`config.mk`:
```
export PLATFORM = sky130hd
export DESIGN_NAME = ssf_gating
export DESIGN_NICKNAME = d
export VERILOG_FILES = /design/src/core/ssf_pkg.sv /design/src/core/ssf_gating.sv /design/src/core/ssf_query.sv
export SDC_FILE = /design/constraint.sdc
export NUM_CORES = 1
export LEC_CHECK = 0
export BUFFER_PORTS_ARGS = -buffer_cell sky130_fd_sc_hd__buf_4
export CELL_PAD_IN_SITES_DETAIL_PLACEMENT = 0
export CELL_PAD_IN_SITES_GLOBAL_PLACEMENT = 2
export CORE_UTILIZATION = 25
export CTS_CLUSTER_DIAMETER = 100
export CTS_CLUSTER_SIZE = 40
export DETAILED_ROUTE_END_ITERATION = 10
export PLACE_DENSITY = 0.91
export SYNTH_ARGS = -nofsm -noshare
export SYNTH_HDL_FRONTEND = slang
export SYNTH_HIERARCHICAL = 1
export SYNTH_SLANG_ARGS = --single-unit
```
`constraint.sdc`:
```
create_clock -name clk_in -period 2.2 [get_ports clk_in]
set_input_delay 0.66 -clock clk_in [delete_from_list [all_inputs] [get_ports clk_in]]
set_output_delay 0.66 -clock clk_in [all_outputs]
set_load 0.005 [all_outputs]
```
`src/core/ssf_pkg.sv`:
```
package ssf_pkg;

   // ======================================================
   // Component indices and mask layout
   // ======================================================
   localparam int          MASK_W        = 64;
   localparam int          COMP_FLOAT    = 0;
   localparam int          COMP_SIMD     = 1;
   localparam int          COMP_WIDE     = 2;
   localparam int          NUM_COMP      = 3;
   localparam logic [63:0] MASK_RESET    = 64'h0000_0000_0000_0001;
   localparam logic [63:0] MASK_DEFINED  = 64'h0000_0000_0000_0007;
   localparam logic [1:0]  WIDE_NO_SIMD  = 2'h2;

   // ======================================================
   // Control register and query bit positions, leaves and sub-functions
   // ======================================================
   localparam int          OS_ENABLE_BIT = 18;
   localparam int          SUPPORT_BIT   = 26;
   localparam int          OS_REPORT_BIT = 27;
   localparam logic [31:0] LEAF_BASIC    = 32'h0000_0001;
   localparam logic [31:0] LEAF_STATE    = 32'h0000_000d;
   localparam logic [31:0] SUB_MAIN      = 32'h0000_0000;
   localparam logic [31:0] SUB_OPT       = 32'h0000_0001;

   // ======================================================
   // Save-area sizes and offset in bytes
   // ======================================================
   localparam logic [31:0] LEGACY_BYTES  = 32'h0000_0240;
   localparam logic [31:0] WIDE_BYTES    = 32'h0000_0100;
   localparam logic [31:0] WIDE_OFFSET   = 32'h0000_0240;

   // ======================================================
   // Request codes
   // ======================================================
   typedef enum logic [3:0] {
      OP_IDLE         = 4'h0,
      OP_QUERY        = 4'h1,
      OP_READ_MASK    = 4'h2,
      OP_WRITE_MASK   = 4'h3,
      OP_SAVE         = 4'h4,
      OP_OPT_SAVE     = 4'h5,
      OP_RESTORE      = 4'h6,
      OP_SET_CTRL     = 4'h7,
      OP_WIDE_INSTR   = 4'h8,
      OP_LEGACY_INSTR = 4'h9
   } ssf_op_t;

endpackage

```
`src/core/ssf_gating.sv`:
```
`timescale 1ns/1ps

// Contract
// Bitmaps are 64 bits; bit 0 float, bit 1 vector SIMD, bit 2 wide.
// Bitmap bits 63 to 3 are reserved and name no component.
// Save and restore take their instruction mask from data and accumulator.
// Save and restore skip every component clear in the enable mask.
// Gated component registers stay unmodified while their enable is clear.
// Feature instructions raise invalid-opcode unless fully enabled.
// With the OS save-enable bit clear, all gated enables act as clear.
// Legacy float and vector SIMD state and instructions are never gated.
// Leaf 1 count bit 26 reports support; without it leaf 0DH is empty.
// OS save-enable bit can be set only when support is reported.
// Leaf 0DH sub-function is chosen by the count register.
// Sub-function 0 gives the manageable bitmap; only its bits are settable.
// Sub-function 0 count register gives the full save-area size.
// Sub-function 0 base register gives the size for the current mask.
// Sub-function 1 bit 0 reports optimized save; if 0 it faults.
// Sub-function i above 1 returns component size and offset.
// Unsupported component sub-functions return zero in all four registers.
// Mask bit 0 always reads 1; writing it 0 faults.
// Writing bits 2:1 as 10b raises the general-protection fault.
// Mask writes need OS save-enable and privilege 0, else fault.
// After reset the mask holds only bit 0.
// Effective enable is the OS bit ANDed with the component mask bit.
module ssf_gating
   import ssf_pkg::*;
#(
   parameter logic        HAS_SUPPORT = 1'b1,
   parameter logic        HAS_OPT     = 1'b1,
   parameter logic [63:0] SUPPORTED   = 64'h0000_0000_0000_0007
)(
   input  wire logic                clk_in,
   input  wire logic                rst_in,
   input  wire logic                req_valid_in,
   input  wire logic [3:0]          req_op_in,
   input  wire logic [1:0]          cpl_in,
   input  wire logic [31:0]         acc_in,
   input  wire logic [31:0]         cnt_in,
   input  wire logic [31:0]         data_in,
   input  wire logic [NUM_COMP-1:0] comp_wr_req_in,
   output logic                     resp_valid_out,
   output logic                     ud_fault_out,
   output logic                     gp_fault_out,
   output logic      [31:0]         acc_out,
   output logic      [31:0]         base_out,
   output logic      [31:0]         cnt_out,
   output logic      [31:0]         data_out,
   output logic      [MASK_W-1:0]   op_mask_out,
   output logic      [MASK_W-1:0]   enable_mask_out,
   output logic                     os_enable_out,
   output logic      [NUM_COMP-1:0] eff_enable_out,
   output logic      [NUM_COMP-1:0] comp_wr_ok_out
);

   // ======================================================
   // State
   // ======================================================
   logic [MASK_W-1:0]   mask_r,     mask_nxt;
   logic                os_r,       os_nxt;
   logic                resp_r,     resp_nxt;
   logic                ud_r,       ud_nxt;
   logic                gp_r,       gp_nxt;
   logic [31:0]         acc_r,      acc_nxt;
   logic [31:0]         base_r,     base_nxt;
   logic [31:0]         cnt_r,      cnt_nxt;
   logic [31:0]         data_r,     data_nxt;
   logic [MASK_W-1:0]   sel_r,      sel_nxt;
   logic [NUM_COMP-1:0] eff_r,      eff_nxt;
   logic [NUM_COMP-1:0] wr_ok_r,    wr_ok_nxt;

   ssf_op_t             op;
   logic [MASK_W-1:0]   src_mask;
   logic [MASK_W-1:0]   instr_mask;
   logic [NUM_COMP-1:0] eff_now;
   logic                bad_mask;
   logic [31:0]         q_acc;
   logic [31:0]         q_base;
   logic [31:0]         q_cnt;
   logic [31:0]         q_data;

   assign op         = ssf_op_t'(req_op_in);
   assign src_mask   = {data_in, acc_in};
   assign instr_mask = {data_in, acc_in};

   // ======================================================
   // Effective enables
   // ======================================================
   always_comb begin
      // Legacy components never depend on the OS bit or mask // R8
      eff_now[COMP_FLOAT] = 1'b1;
      eff_now[COMP_SIMD]  = 1'b1;
      eff_now[COMP_WIDE]  = os_r & mask_r[COMP_WIDE];
   end

   // Reserved, unsupported, bit 0 clear or wide without SIMD all fault
   always_comb begin
      bad_mask = 1'b0;
      if (!src_mask[COMP_FLOAT]) begin
         bad_mask = 1'b1;
      end
      if (src_mask[COMP_WIDE:COMP_SIMD] == WIDE_NO_SIMD) begin
         bad_mask = 1'b1;
      end
      if ((src_mask & ~(SUPPORTED & MASK_DEFINED)) != 64'h0) begin
         bad_mask = 1'b1;
      end
   end

   ssf_query #(
      .HAS_SUPPORT (HAS_SUPPORT),
      .HAS_OPT     (HAS_OPT),
      .SUPPORTED   (SUPPORTED)
   ) u_query (
      .leaf_in  (acc_in),
      .sub_in   (cnt_in),
      .mask_in  (mask_r),
      .os_en_in (os_r),
      .acc_out  (q_acc),
      .base_out (q_base),
      .cnt_out  (q_cnt),
      .data_out (q_data)
   );

   // ======================================================
   // Request handling
   // ======================================================
   always_comb begin
      mask_nxt  = mask_r;
      os_nxt    = os_r;
      resp_nxt  = req_valid_in;
      ud_nxt    = 1'b0;
      gp_nxt    = 1'b0;
      acc_nxt   = 32'h0000_0000;
      base_nxt  = 32'h0000_0000;
      cnt_nxt   = 32'h0000_0000;
      data_nxt  = 32'h0000_0000;
      sel_nxt   = 64'h0;
      eff_nxt   = eff_now;
      // Modification of gated state follows the effective enable // R5
      wr_ok_nxt = comp_wr_req_in & eff_now;
      if (req_valid_in) begin
         case (op)
            OP_QUERY: begin
               acc_nxt  = q_acc;
               base_nxt = q_base;
               cnt_nxt  = q_cnt;
               data_nxt = q_data;
            end
            OP_READ_MASK: begin
               if (!os_r || !HAS_SUPPORT) begin
                  ud_nxt = 1'b1;
               end else begin
                  acc_nxt  = mask_r[31:0];
                  data_nxt = mask_r[63:32];
               end
            end
            OP_WRITE_MASK: begin
               if (!os_r || !HAS_SUPPORT) begin
                  ud_nxt = 1'b1;
               end else if (cpl_in != 2'h0) begin
                  gp_nxt = 1'b1;
               end else if (bad_mask) begin
                  gp_nxt = 1'b1;
               end else begin
                  mask_nxt = src_mask;
               end
            end
            OP_SAVE,
            OP_RESTORE: begin
               if (!os_r || !HAS_SUPPORT) begin
                  ud_nxt = 1'b1;
               end else begin
                  sel_nxt = instr_mask & mask_r;
               end
            end
            OP_OPT_SAVE: begin
               if (!os_r || !HAS_SUPPORT || !HAS_OPT) begin
                  ud_nxt = 1'b1;
               end else begin
                  sel_nxt = instr_mask & mask_r;
               end
            end
            OP_SET_CTRL: begin
               if (acc_in[OS_ENABLE_BIT] && !HAS_SUPPORT) begin
                  gp_nxt = 1'b1;
               end else begin
                  os_nxt = acc_in[OS_ENABLE_BIT];
               end
            end
            OP_WIDE_INSTR: begin
               // Both wide and SIMD components must be enabled // R6
               if (!(os_r && mask_r[COMP_WIDE] && mask_r[COMP_SIMD])) begin
                  ud_nxt = 1'b1;
               end
            end
            OP_LEGACY_INSTR: begin
               ud_nxt = 1'b0;
            end
            default: begin
               ud_nxt = 1'b0;
            end
         endcase
      end
      // Bit 0 is hard-wired and reserved bits stay clear // R1 R2 R18
      mask_nxt[COMP_FLOAT]    = 1'b1;
      mask_nxt[MASK_W-1:NUM_COMP] = '0;
   end

   always_ff @(posedge clk_in) begin
      if (rst_in) begin
         mask_r  <= MASK_RESET;
         os_r    <= 1'b0;
         resp_r  <= 1'b0;
         ud_r    <= 1'b0;
         gp_r    <= 1'b0;
         acc_r   <= 32'h0000_0000;
         base_r  <= 32'h0000_0000;
         cnt_r   <= 32'h0000_0000;
         data_r  <= 32'h0000_0000;
         sel_r   <= 64'h0;
         eff_r   <= 3'h3;
         wr_ok_r <= 3'h0;
      end else begin
         mask_r  <= mask_nxt;
         os_r    <= os_nxt;
         resp_r  <= resp_nxt;
         ud_r    <= ud_nxt;
         gp_r    <= gp_nxt;
         acc_r   <= acc_nxt;
         base_r  <= base_nxt;
         cnt_r   <= cnt_nxt;
         data_r  <= data_nxt;
         sel_r   <= sel_nxt;
         eff_r   <= eff_nxt;
         wr_ok_r <= wr_ok_nxt;
      end
   end

   assign resp_valid_out  = resp_r;
   assign ud_fault_out    = ud_r;
   assign gp_fault_out    = gp_r;
   assign acc_out         = acc_r;
   assign base_out        = base_r;
   assign cnt_out         = cnt_r;
   assign data_out        = data_r;
   assign op_mask_out     = sel_r;
   assign enable_mask_out = mask_r;
   assign os_enable_out   = os_r;
   assign eff_enable_out  = eff_r;
   assign comp_wr_ok_out  = wr_ok_r;

   // ======================================================
   // Checks
   // ======================================================
   chk_mask_bit0: assert property (@(posedge clk_in)
      disable iff (rst_in) mask_r[COMP_FLOAT])
      else $error("enable mask bit 0 is clear");

   chk_reserved_zero: assert property (@(posedge clk_in)
      disable iff (rst_in) mask_r[MASK_W-1:NUM_COMP] == '0)
      else $error("reserved mask bits set");

   chk_wide_simd: assert property (@(posedge clk_in)
      disable iff (rst_in) mask_r[COMP_WIDE] |-> mask_r[COMP_SIMD])
      else $error("wide enabled without simd");

   chk_gp_priv: assert property (@(posedge clk_in) disable iff (rst_in)
      (req_valid_in && op == OP_WRITE_MASK && os_r && cpl_in != 2'h0)
      |=> (gp_r && resp_r && mask_r == $past(mask_r)))
      else $error("unprivileged mask write not faulted");

   chk_save_subset: assert property (@(posedge clk_in)
      disable iff (rst_in)
      (req_valid_in && op == OP_SAVE && os_r)
      |=> (sel_r == ($past(instr_mask) & $past(mask_r))))
      else $error("save selects a disabled component");

   chk_os_support: assert property (@(posedge clk_in)
      disable iff (rst_in) os_r |-> HAS_SUPPORT)
      else $error("os enable set without support");

   chk_ud_no_os: assert property (@(posedge clk_in) disable iff (rst_in)
      (req_valid_in && op == OP_RESTORE && !os_r) |=> (ud_r && sel_r == '0))
      else $error("restore ran with os enable clear");

   chk_wide_ud: assert property (@(posedge clk_in) disable iff (rst_in)
      (req_valid_in && op == OP_WIDE_INSTR && !eff_now[COMP_WIDE])
      |=> ud_r)
      else $error("wide instruction not faulted");

   chk_legacy_ok: assert property (@(posedge clk_in)
      disable iff (rst_in)
      (req_valid_in && op == OP_LEGACY_INSTR) |=> (!ud_r && !gp_r))
      else $error("legacy instruction faulted");

   chk_wr_gate: assert property (@(posedge clk_in) disable iff (rst_in)
      comp_wr_ok_out[COMP_WIDE]
      |-> ($past(os_r) && $past(mask_r[COMP_WIDE])))
      else $error("gated component modified while disabled");

   chk_write_off: assert property (@(posedge clk_in)
      disable iff (rst_in)
      (req_valid_in && op == OP_WRITE_MASK && !os_r)
      |=> (ud_r && !gp_r && mask_r == $past(mask_r)))
      else $error("mask write with os enable clear not refused");

   chk_wide_eff: assert property (@(posedge clk_in)
      disable iff (rst_in)
      eff_r[COMP_WIDE] == ($past(os_r) && $past(mask_r[COMP_WIDE])))
      else $error("wide effective enable wrong");

endmodule

```
`src/core/ssf_query.sv`:
```
`timescale 1ns/1ps

module ssf_query
   import ssf_pkg::*;
#(
   parameter logic        HAS_SUPPORT = 1'b1,
   parameter logic        HAS_OPT     = 1'b1,
   parameter logic [63:0] SUPPORTED   = 64'h0000_0000_0000_0007
)(
   input  wire logic [31:0] leaf_in,
   input  wire logic [31:0] sub_in,
   input  wire logic [63:0] mask_in,
   input  wire logic        os_en_in,
   output logic      [31:0] acc_out,
   output logic      [31:0] base_out,
   output logic      [31:0] cnt_out,
   output logic      [31:0] data_out
);

   logic [31:0] max_size;
   logic [31:0] cur_size;

   always_comb begin
      max_size = LEGACY_BYTES;
      cur_size = LEGACY_BYTES;
      if (SUPPORTED[COMP_WIDE]) begin
         max_size = WIDE_OFFSET + WIDE_BYTES;
      end
      // Follows the live mask so software sees the size change at once
      if (mask_in[COMP_WIDE]) begin
         cur_size = WIDE_OFFSET + WIDE_BYTES;
      end
   end

   always_comb begin
      acc_out  = 32'h0000_0000;
      base_out = 32'h0000_0000;
      cnt_out  = 32'h0000_0000;
      data_out = 32'h0000_0000;
      if (leaf_in == LEAF_BASIC) begin
         cnt_out[SUPPORT_BIT]   = HAS_SUPPORT;
         cnt_out[OS_REPORT_BIT] = os_en_in;
      end else if (leaf_in == LEAF_STATE && HAS_SUPPORT) begin
         if (sub_in == SUB_MAIN) begin
            acc_out  = SUPPORTED[31:0];
            data_out = SUPPORTED[63:32];
            cnt_out  = max_size;
            base_out = cur_size;
         end else if (sub_in == SUB_OPT) begin
            acc_out[0] = HAS_OPT;
         end else if (sub_in < 32'h0000_0040 && SUPPORTED[sub_in[5:0]]) begin
            if (sub_in[5:0] == 6'h02) begin
               acc_out  = WIDE_BYTES;
               base_out = WIDE_OFFSET;
            end
         end
         // Unsupported components fall through to all zeros // R17
      end
   end

endmodule

```
==> reports/metrics.cfg, run 1 <==
[placement]
gp_congestion=0.764
dpl.hpwl_mm=11.2
numPortBuffers=248
numPlacedInstances=1204

[cts]
cts_hold_buf=0
clk_pin_slew_ns=0.06
ctsHtreeMaxLevel=4
cts_tree=built
numCtsBuffers=17
cts.sinks=141
cts-root-buf=clkbuf_16
worst_skew_pair.late_latency_ns=0.41
clock_path_buffers=2

[critical_path]
crit_buf_inv=3
critical_path_class=input port to register
crit_top_cell=buf_4
cp_max_fo=5
crit_chain=buf_4 > nor4_4 > nand4_1 > buf_4 > nor4_4 > nor2b_1 > buf_4 > a32oi_1 > nor2_1
crit_required_ns=2.54
crit_family=simple AND/OR/NAND/NOR gates
start_kind=input port
cp.arrival_ns=2.47
worst_path_max_delay_cell=nor4_4
cp-end-kind=register
slowest_delay_ns=0.38

[global_routing]
antenna_found_initial=0
grt_pass1_wl_mm=19.7
grt_pass1_vias=3521
grt-ovfl-total=0
grt_max_degree=102
track_usage_pct=10.4

[routing]
viasPerCell=3.19
dr.pass1.iters=6
wl_mm=13.8
drt_iter0_markers=101
wire_per_inst_microns=11.2
drc=0
ant_nets=0
route.vias.total=3940

[timing]
finalSetupViolCount=0
period_share_pct=97.0
setup_tns_ns=0
tightest_slew_ns=0.760
skew_ns=0.00737
post-route-min-period_ns=2.13
grt_setup_unrepaired=false
fmax_mhz=468
finalHoldViolCount=0
max_slew_margin_pct=49.4
slew_violations=0

[synthesis]
synth.distinct_cells=35
synth-seq-cells=141
ys.flop_type=dfxtp_1
netlist_area_sq_um=6370
synth_edf_count=0
avgSynthCellArea_sq_um=10.1
synthArstFlopShare_pct=0
synthCells=631
ys_warn_count=6
ys_seq_area_share_pct=44.3

[finish]
fin_nets=1001
fin_cells=1235
area_delta_synth_final_pct=32.0
n_antenna_cell=0
drive_gt1_share_pct=39.1
final_core_util_pct=33.5

[outcome]
outcome=finished, final reports clean

[die]
io_pins=374
die-area_sq_um=26100
die_height_microns=162
initial_core_util_pct=25.4
die_w_microns=162
rows=58
core_area_sq_um=25100

[run]
maxCapViolations=0

[pwr]
power_density_nw_per_um2=734
p_leak_nw=4.24
ir_drop_mv=0.487

[min_path]
min_path_type=input port to register

## cell usage after synthesis, types with 2 or more instances
library cell | number | area, sq um
and2b_1 | 3 | 22.5
nand3_1 | 2 | 10.0
nor3_1 | 3 | 15.0
and4_1 | 3 | 26.3
o21ai_0 | 2 | 10.0
and3b_1 | 2 | 17.5
nor4_2 | 5 | 62.6
mux2i_1 | 2 | 20.0
nor2b_1 | 2 | 12.5
nand2_1 | 8 | 30.0
a21oi_1 | 3 | 15.0
nand4_1 | 8 | 50.1
dfxtp_1 | 141 | 2820
conb_1 | 3 | 11.3
and2_1 | 80 | 500
buf_4 | 246 | 1850
nor4b_1 | 2 | 17.5
clkbuf_1 | 7 | 26.3
and2_4 | 50 | 438
buf_6 | 7 | 78.8
nor4_1 | 25 | 156
a32oi_1 | 2 | 17.5
nor2_1 | 10 | 37.5
and3_1 | 4 | 25.0
## what timing repair did
item | in CTS | in global routing
pin swaps | 1 | 1
setup buffers | 0 | 0
resized for setup | 1 | 2
endpoints found under the setup margin | 6 | 2
hold endpoints to repair | 0 | 0
## state kept, by name, indices dropped and copies added (netlist names), 2 cells and up
register and cells:
acc_out 32, base_out 32, cnt_out 32, comp_wr_ok_out 3
data_out 32, enable_mask_out 2, op_mask_out 3
## through the flow
step / power, mW / area [sq um] / hold slack (ns) / setup slack, ns
floorplan: 3.05 / 7270 / 0.493 / 0.130
global placement: 2.97 / 7720 / 0.624 / -0.553
detailed placement: 2.97 / 7720 / 0.624 / -0.509
CTS: 6.28 / 8400 / 0.435 / 0.0406
global route: 6.42 / 8410 / 0.436 / 0.0191
finish: 6.17 / 8410 / 0.456 / 0.0651
## placed cells by master, fill, tap and decap left out, types with 2 or more instances in the layout
cell type / Yosys / routed
and2_4: 50 / 50
a32oi_1: 2 / 2
mux2i_1: 2 / 2
and3_1: 4 / 4
and2_1: 80 / 80
and2b_1: 3 / 3
and3b_1: 2 / 2
nor2b_1: 2 / 2
nor3_1: 3 / 3
buf_4: 246 / 265
nand4_1: 8 / 8
clkbuf_16: 0 / 17
clkbuf_1: 7 / 2
nor4_1: 25 / 25
and4_1: 3 / 3
nand2_1: 8 / 8
nor4_4: 0 / 3
clkbuf_8: 0 / 2
o21ai_0: 2 / 2
dfxtp_1: 141 / 141
nor4b_1: 2 / 2
a21oi_1: 3 / 3
nand3_1: 2 / 2
conb_1: 3 / 241
nor2_1: 10 / 10
bufinv_16: 0 / 6
nor4_2: 5 / 2
## metal layers
layer  vias to the layer above  GRT usage (%)  part of all wire [%]  wire, microns
met5                         -              0                     0              0
met4                         0           5.06                   2.6            364
met3                        18           3.27                   7.9           1100
met2                       216           19.7                    54           7520
met1                      1656           10.0                    35           4850
li1                       2050              -                     -              -
## path summary, 6_finish.rpt
check / start / to / slack [ns] / cells after the start
setup / recovery: acc_in[26] / acc_out[2] / 0.07 / 9
hold / removal: comp_wr_req_in[2] / comp_wr_ok_out[2] / 0.46 / 2
setup reg to reg: os_enable_out / enable_mask_out[2] / 0.74 / 4
hold reg to reg: enable_mask_out[1] / enable_mask_out[1] / 0.61 / 2
## cells by family after synthesis
logic type,synth area share (%)
muxes,0.314
buffers and inverters,30.7
and+or+nand+nor,23.6
DFF,44.3
AOI/OAI and AO/OA,0.903
other,0.177
## report_power, final
| part | switching [mW] | total, mW | internal, mW |
|---|---|---|---|
| combinational | 0.169 | 0.348 | 0.180 |
| clock | 1.06 | 3.25 | 2.19 |
| sequential | 0.00531 | 2.58 | 2.57 |
| total | 1.24 | 6.17 | 4.94 |
## layout make-up
cell class              instances  area [sq um]
clock buffers                  21           460
flip-flops and latches        141          2820
clock inverters                10           210
inverters                       1          3.75
well taps                     330           413
repair buffers                265          1990
multi-input cells             467          2510
fillers                      2629         16700
Power figures use the tool's default switching activity.
==> run 2: changes to the inputs <==
--- a/config.mk
+++ b/config.mk
@@ -5,6 +5,7 @@
 export SDC_FILE = /design/constraint.sdc
 export NUM_CORES = 1
 export LEC_CHECK = 0
+export ABC_AREA = 1
 export BUFFER_PORTS_ARGS = -buffer_cell sky130_fd_sc_hd__buf_4
 export CELL_PAD_IN_SITES_DETAIL_PLACEMENT = 0
 export CELL_PAD_IN_SITES_GLOBAL_PLACEMENT = 2
@@ -12,7 +13,7 @@
 export CTS_CLUSTER_DIAMETER = 100
 export CTS_CLUSTER_SIZE = 40
 export DETAILED_ROUTE_END_ITERATION = 10
-export PLACE_DENSITY = 0.91
+export PLACE_DENSITY = 0.93
 export SYNTH_ARGS = -nofsm -noshare
 export SYNTH_HDL_FRONTEND = slang
 export SYNTH_HIERARCHICAL = 1
==> constraint.sdc (replaced) <==
create_clock -name clk_in -period 2.2 [get_ports clk_in]
set_input_delay 0.11 -clock clk_in [delete_from_list [all_inputs] [get_ports clk_in]]
set_output_delay 0.11 -clock clk_in [all_outputs]
set_load 0.005 [all_outputs]
==> run 2 against run 1 <==
Register-to-register slack lost 0.12 ns. Utilization shrank 0.78 points. Hold slack lost 0.43 ns. Largest cell class unchanged. Highest routed layer unchanged.
==> reports/metrics.cfg, run 2 <==
[global_routing]
track_usage_pct=10.3  ; -0.086 points
grt_max_degree=73  ; -28%
grt_pass1_vias=4504  ; +28%
antenna_found_initial=0  ; unchanged
grt-ovfl-total=0  ; unchanged
grt_pass1_wl_mm=22.5  ; +14%

[outcome]
outcome=finished, final reports clean

[min_path]
min_path_type=input port to register
min_path_cells=4  ; +2
min_to=acc_out[1]
min_from=req_op_in[0]

[finish]
final_core_util_pct=32.7  ; -0.78 points
drive_gt1_share_pct=27.8  ; -11 points
area_delta_synth_final_pct=28.1
fin_cells=1566  ; +27%
mostFrequentLayoutCells=buf_4, conb_1, nor2_1
fin_nets=1283  ; +28%
n_antenna_cell=0  ; unchanged
n_fill_cell=2941  ; +12%
mostFrequentLayoutCell=buf_4

[die]
die-area_sq_um=29100  ; +12%
initial_core_util_pct=25.5  ; +0.16 points
die_w_microns=171  ; +5.6%
io_pins=374  ; unchanged
core_area_sq_um=27900  ; +11%
rows=61  ; +5.2%
die_height_microns=171  ; +5.6%

[synthesis]
synth_common_cells=buf_4, nor2_1, inv_1
synthCells=914  ; +45%
yosysMostFrequentCell=buf_4
yosys-top-cells-area=dfxtp_1, buf_4, nor2_1
synth_edf_count=0  ; unchanged
synth-seq-cells=141  ; unchanged
synthArstFlopShare_pct=0  ; unchanged
synth.distinct_cells=24  ; -31%
ys_warn_count=6  ; unchanged
ys_seq_area_share_pct=39.7  ; -4.6 points
netlist_area_sq_um=7120  ; +12%
ys.flop_type=dfxtp_1
avgSynthCellArea_sq_um=7.79  ; -23%
synth_top_cell_area_share_pct=39.7  ; -4.6 points
yosysTopAreaCell=dfxtp_1

[cts]
cts-root-buf=clkbuf_16
clock_path_buffers=2  ; unchanged
cts.sinks=141  ; unchanged
ctsHtreeMaxLevel=4  ; unchanged
cts_resized=0  ; -1
worst_skew_pair.late_latency_ns=0.41  ; about the same
clk_pin_slew_ns=0.06  ; about the same
numCtsBuffers=17  ; unchanged
cts_hold_buf=14  ; +14
post_cts_buffers=0  ; unchanged
cts_tree=built

[critical_path]
r2r_end=comp_wr_ok_out[2]
crit_required_ns=2.56  ; +0.02 ns
rr_startpoint=os_enable_out
critical_path_class=register to register
start_kind=register
cp-end-kind=register
cp_max_fo=8  ; +3
cp.arrival_ns=1.94  ; -0.53 ns
reg2reg_slack_ns=0.62  ; -0.12 ns
r2r_cells=3  ; -1

[routing]
drt_iter0_markers=184  ; +82%
drc=0  ; unchanged
route.vias.total=4957  ; +26%
dr.pass1.iters=4  ; -2
wl_mm=14.9  ; +7.8%
ant_nets=0  ; unchanged
viasPerCell=3.17  ; -0.78%
wire_per_inst_microns=9.52  ; -15%

[timing]
fmax_mhz=632  ; +35%
tightest_slew_ns=0.918  ; +0.159 ns
post-route-min-period_ns=1.58  ; -0.552 ns
finalHoldViolCount=0  ; unchanged
setup_tns_ns=0  ; unchanged
max_slew_margin_pct=38.8  ; -11 points
grt_setup_unrepaired=false
period_share_pct=72.0  ; -25 points
slew_violations=0  ; unchanged
finalSetupViolCount=0  ; unchanged
skew_ns=0.00783  ; +0.000459 ns

[pwr]
switchingPower_mw=1.46  ; +18%
p_clk_share_pct=49.2  ; -3.4 points
swShare_pct=24.4  ; +4.4 points
p_leak_nw=4.30  ; +1.5%
power_density_nw_per_um2=654  ; -11%
internal_power_mw=4.51  ; -8.7%
combPwrFrac_pct=7.6  ; +2.0 points
ir_drop_mv=0.548  ; +13%
seq_power_share_pct=43.2  ; +1.5 points

[run]
maxCapViolations=0  ; unchanged

[placement]
gp_congestion=0.757  ; -0.99%
dpl.hpwl_mm=11.8  ; +5.7%
numPortBuffers=248  ; unchanged
numPlacedInstances=1520  ; +26%

[run 2: worst max-delay path by stage]
stage / from / end / depth (start not counted)
6_report: os_enable_out / comp_wr_ok_out[2] / 3
2_1_floorplan: req_valid_in / cnt_out[27] / 8
4_1_cts: os_enable_out / comp_wr_ok_out[2] / 3
5_1_grt: os_enable_out / comp_wr_ok_out[2] / 3
3_5_place_dp: acc_in[29] / acc_out[1] / 10
3_3_place_gp: acc_in[13] / acc_out[1] / 10
[run 2: power by group through the flow]
| stage | sequential (mW) | combinational (mW) | clock (mW) |
|---|---|---|---|
| global placement | 2.63 | 0.426 | 0 |
| finish | 2.57 | 0.453 | 2.93 |
| detailed placement | 2.63 | 0.428 | 0 |
| floorplan | 2.63 | 0.518 | 0 |
| global route | 2.57 | 0.523 | 3.16 |
| CTS | 2.57 | 0.445 | 3.07 |
[run 2: cell type report]
| class | count | area (sq um) | area share, % |
|---|---|---|---|
| flip-flops and latches | 141 | 2820 | 31.0 |
| multi-input cells | 596 | 2630 | 28.8 |
| repair buffers | 264 | 2020 | 22.1 |
| inverters | 155 | 582 | 6.38 |
| well taps | 378 | 473 | 5.19 |
| clock buffers | 19 | 443 | 4.86 |
| clock inverters | 13 | 153 | 1.67 |
[run 2: critical path, cell delays in order, from the launching register on]
cell and delay [ns]:
dfxtp_1 0.49, nand2_1 0.25, nor3b_1 0.22, dlygate4sd3_1 0.56
[run 2: cell families after synthesis]
group | share of synthesized area [%]
other cells | 0.158
simple gates | 23.7
compound gates | 0.527
buf+inv | 36.0
flops | 39.7
[run 2: per-layer routing]
metal  vias up  GRT usage, %  wire [microns]
li1       2670             -               -
met1      2037          11.5            6150
met3        14          3.22            1260
met4         0          3.80             170
met5         -             0               0
met2       236          18.2            7330
[run 2: stage by stage]
stage / setup slack (ns) / cell area (sq um) / hold slack [ns] / total power, mW
floorplan: 1.08 / 8010 / 0.181 / 3.15
global placement: 0.836 / 8380 / 0.313 / 3.06
detailed placement: 0.807 / 8380 / 0.319 / 3.06
CTS: 0.568 / 9120 / 0.00470 / 6.09
global route: 0.432 / 9120 / 0.0368 / 6.26
finish: 0.617 / 9120 / 0.0312 / 5.96
==> run 3: changes to the inputs <==
--- a/config.mk
+++ b/config.mk
@@ -5,7 +5,7 @@
 export SDC_FILE = /design/constraint.sdc
 export NUM_CORES = 1
 export LEC_CHECK = 0
-export ABC_AREA = 1
+export ABC_AREA = 0
 export BUFFER_PORTS_ARGS = -buffer_cell sky130_fd_sc_hd__buf_4
 export CELL_PAD_IN_SITES_DETAIL_PLACEMENT = 0
 export CELL_PAD_IN_SITES_GLOBAL_PLACEMENT = 2
@@ -13,7 +13,7 @@
 export CTS_CLUSTER_DIAMETER = 100
 export CTS_CLUSTER_SIZE = 40
 export DETAILED_ROUTE_END_ITERATION = 10
-export PLACE_DENSITY = 0.93
+export PLACE_DENSITY = 0.91
 export SYNTH_ARGS = -nofsm -noshare
 export SYNTH_HDL_FRONTEND = slang
 export SYNTH_HIERARCHICAL = 1
==> constraint.sdc (replaced) <==
create_clock -name clk_in -period 1.6 [get_ports clk_in]
set_input_delay 0.08 -clock clk_in [delete_from_list [all_inputs] [get_ports clk_in]]
set_output_delay 0.08 -clock clk_in [all_outputs]
set_load 0.005 [all_outputs]
==> run 3 against run 2 <==
Total power increased by 40%. Hold slack got worse by 0.018 ns. Clock skew decreased by 0.0038 ns. Register-to-register slack got worse by 0.24 ns. Wire length decreased by 6.2%.
==> reports/metrics.cfg, run 3 (synthesis results as in run 1) <==
[outcome]
outcome=finished, final reports clean

[finish]
stdcell_area_sq_um=8490  ; -6.8%
n_antenna_cell=0  ; unchanged
area_delta_synth_final_pct=33.3
drive_gt1_share_pct=39.1  ; +11 points
mostFrequentLayoutCell=buf_4
fin_nets=1010  ; -21%
mostFrequentLayoutCells=buf_4, conb_1, dfxtp_1

[die]
die_w_microns=162  ; -5.3%
die_height_microns=162  ; -5.3%
die-area_sq_um=26100  ; -10%
core_area_sq_um=25100  ; -9.9%
io_pins=374  ; unchanged
rows=58  ; -4.9%
initial_core_util_pct=25.4  ; -0.16 points

[pwr]
p_clk_share_pct=51.6  ; +2.4 points
switchingPower_mw=1.71  ; +17%
ir_drop_mv=0.625  ; +14%
power_density_nw_per_um2=983  ; +50%
p_total_mw=8.35  ; +40%
swShare_pct=20.5  ; -3.9 points
p_leak_nw=4.28  ; -0.53%
combPwrFrac_pct=6.0  ; -1.6 points
internal_power_mw=6.64  ; +47%
seq_power_share_pct=42.4  ; -0.8 points

[min_path]
min_path_type=input port to register
min_from=req_op_in[0]

[global_routing]
gr-usage-met1_pct=10.5  ; -1.0 points
track_usage_pct=10.5  ; +0.27 points
grt_util_met3_pct=2.73  ; -0.48 points
antenna_found_initial=0  ; unchanged
grt_pass1_wl_mm=20.1  ; -10%
grt_max_degree=102  ; +40%
grt_pass1_vias=3651  ; -19%
busiest_layer=met2
met2_usage_pct=20.1  ; +1.9 points
grt-ovfl-total=0  ; unchanged

[placement]
placed_cell_area_sq_um=7730  ; -7.8%
gp_congestion=0.778  ; +2.8%
dpl.hpwl_mm=11.3  ; -4.8%
numPortBuffers=248  ; unchanged

[cts]
post_cts_buffers=0  ; unchanged
cts_tree=built
ctsHtreeMaxLevel=4  ; unchanged
clock_path_buffers=2  ; unchanged
clk_pin_slew_ns=0.06  ; about the same
worst_skew_pair.late_latency_ns=0.41  ; about the same
cts.sinks=141  ; unchanged
numCtsBuffers=17  ; unchanged
cts-root-buf=clkbuf_16

[timing]
skew_ns=0.00401  ; -0.00381 ns
finalSetupViolCount=0  ; unchanged
slew_violations=0  ; unchanged
post-route-min-period_ns=1.35
finalHoldViolCount=0  ; unchanged
tightest_slew_ns=0.775  ; -0.143 ns
period_share_pct=84.4
fmax_mhz=741
max_slew_margin_pct=48.3  ; +9.5 points
grt_setup_unrepaired=false

[critical_path]
reg2reg_slack_ns=0.38  ; -0.24 ns
cp_max_fo=5  ; -3
start_kind=input port
rr_startpoint=os_enable_out
crit_required_ns=1.94  ; -0.62 ns
cp-end-kind=register
r2r_cells=4  ; +1
critical_path_class=input port to register
cp.arrival_ns=1.69  ; -0.25 ns
r2r_end=enable_mask_out[1]
critPathCapture=acc_out[2]
crit_start=acc_in[31]

[routing]
wl_mm=14.0  ; -6.2%
route.vias.total=4008  ; -19%
drc=0  ; unchanged
dr.pass1.iters=4  ; unchanged
ant_nets=0  ; unchanged
viasPerCell=3.22  ; +1.8%
drt_iter0_markers=108  ; -41%
wire_per_inst_microns=11.2  ; +18%

[run]
maxCapViolations=0  ; unchanged

==> run 3: worst min path at each step <==
stage,to,slack (ns),cells past startpoint
2_1_floorplan,enable_mask_out[1],0.15,1
3_3_place_gp,comp_wr_ok_out[2],0.29,2
3_5_place_dp,comp_wr_ok_out[2],0.29,2
4_1_cts,ud_fault_out,0.009,4
5_1_grt,op_mask_out[1],0.04,3
6_report,ud_fault_out,0.01,4
==> run 3: critical path: stages <==
cell     delay [ns]
buf_4          0.13
nor4_4         0.36
nand4_1        0.26
buf_4          0.23
nor4_4         0.16
nor2b_1        0.16
buf_4          0.14
a32oi_1        0.06
nor2_1         0.11
==> run 3: layout make-up <==
type / count / area [sq um]
fillers: 2601 / 16600
flip-flops and latches: 141 / 2820
multi-input cells: 467 / 2530
repair buffers: 274 / 2080
clock buffers: 21 / 460
well taps: 330 / 413
clock inverters: 10 / 188
inverters: 1 / 3.75
==> run 3: repair_timing <==
item / 4_1_cts / 5_1_grt
endpoints found under the hold margin: 11 / 0
cloned: 0 / 0
hold buffers: 7 / 0
resized for setup: 3 / 4
pin swaps: 2 / 3
setup endpoints to repair: 7 / 1
==> run 3: metal layers <==
layer / share of wire [%] / vias to the layer above
met4: 2.5 / 0
li1: - / 2066
met2: 55 / 214
met3: 7.3 / 21
met5: 0 / -
met1: 36 / 1707
==> run 3: per-stage QoR <==
step	setup TNS [ns]	instances	setup slack [ns]	hold slack (ns)	utilization (%)
3_5_place_dp	-5.78	1206	-0.591	0.291	30.8
3_3_place_gp	-5.75	1206	-0.585	0.285	30.8
6_report	0	1244	0.250	0.0128	33.8
5_1_grt	0	1244	0.118	0.0422	33.8
2_1_floorplan	0	869	0.110	0.149	-
4_1_cts	0	1244	0.0344	0.00862	33.8
==> run 3: power by group through the flow <==
stage | clock (mW) | sequential (mW) | combinational, mW
2_1_floorplan | 0 | 3.62 | 0.577
3_3_place_gp | 0 | 3.62 | 0.473
3_5_place_dp | 0 | 3.62 | 0.474
4_1_cts | 4.47 | 3.54 | 0.495
5_1_grt | 4.60 | 3.54 | 0.563
6_report | 4.31 | 3.54 | 0.500
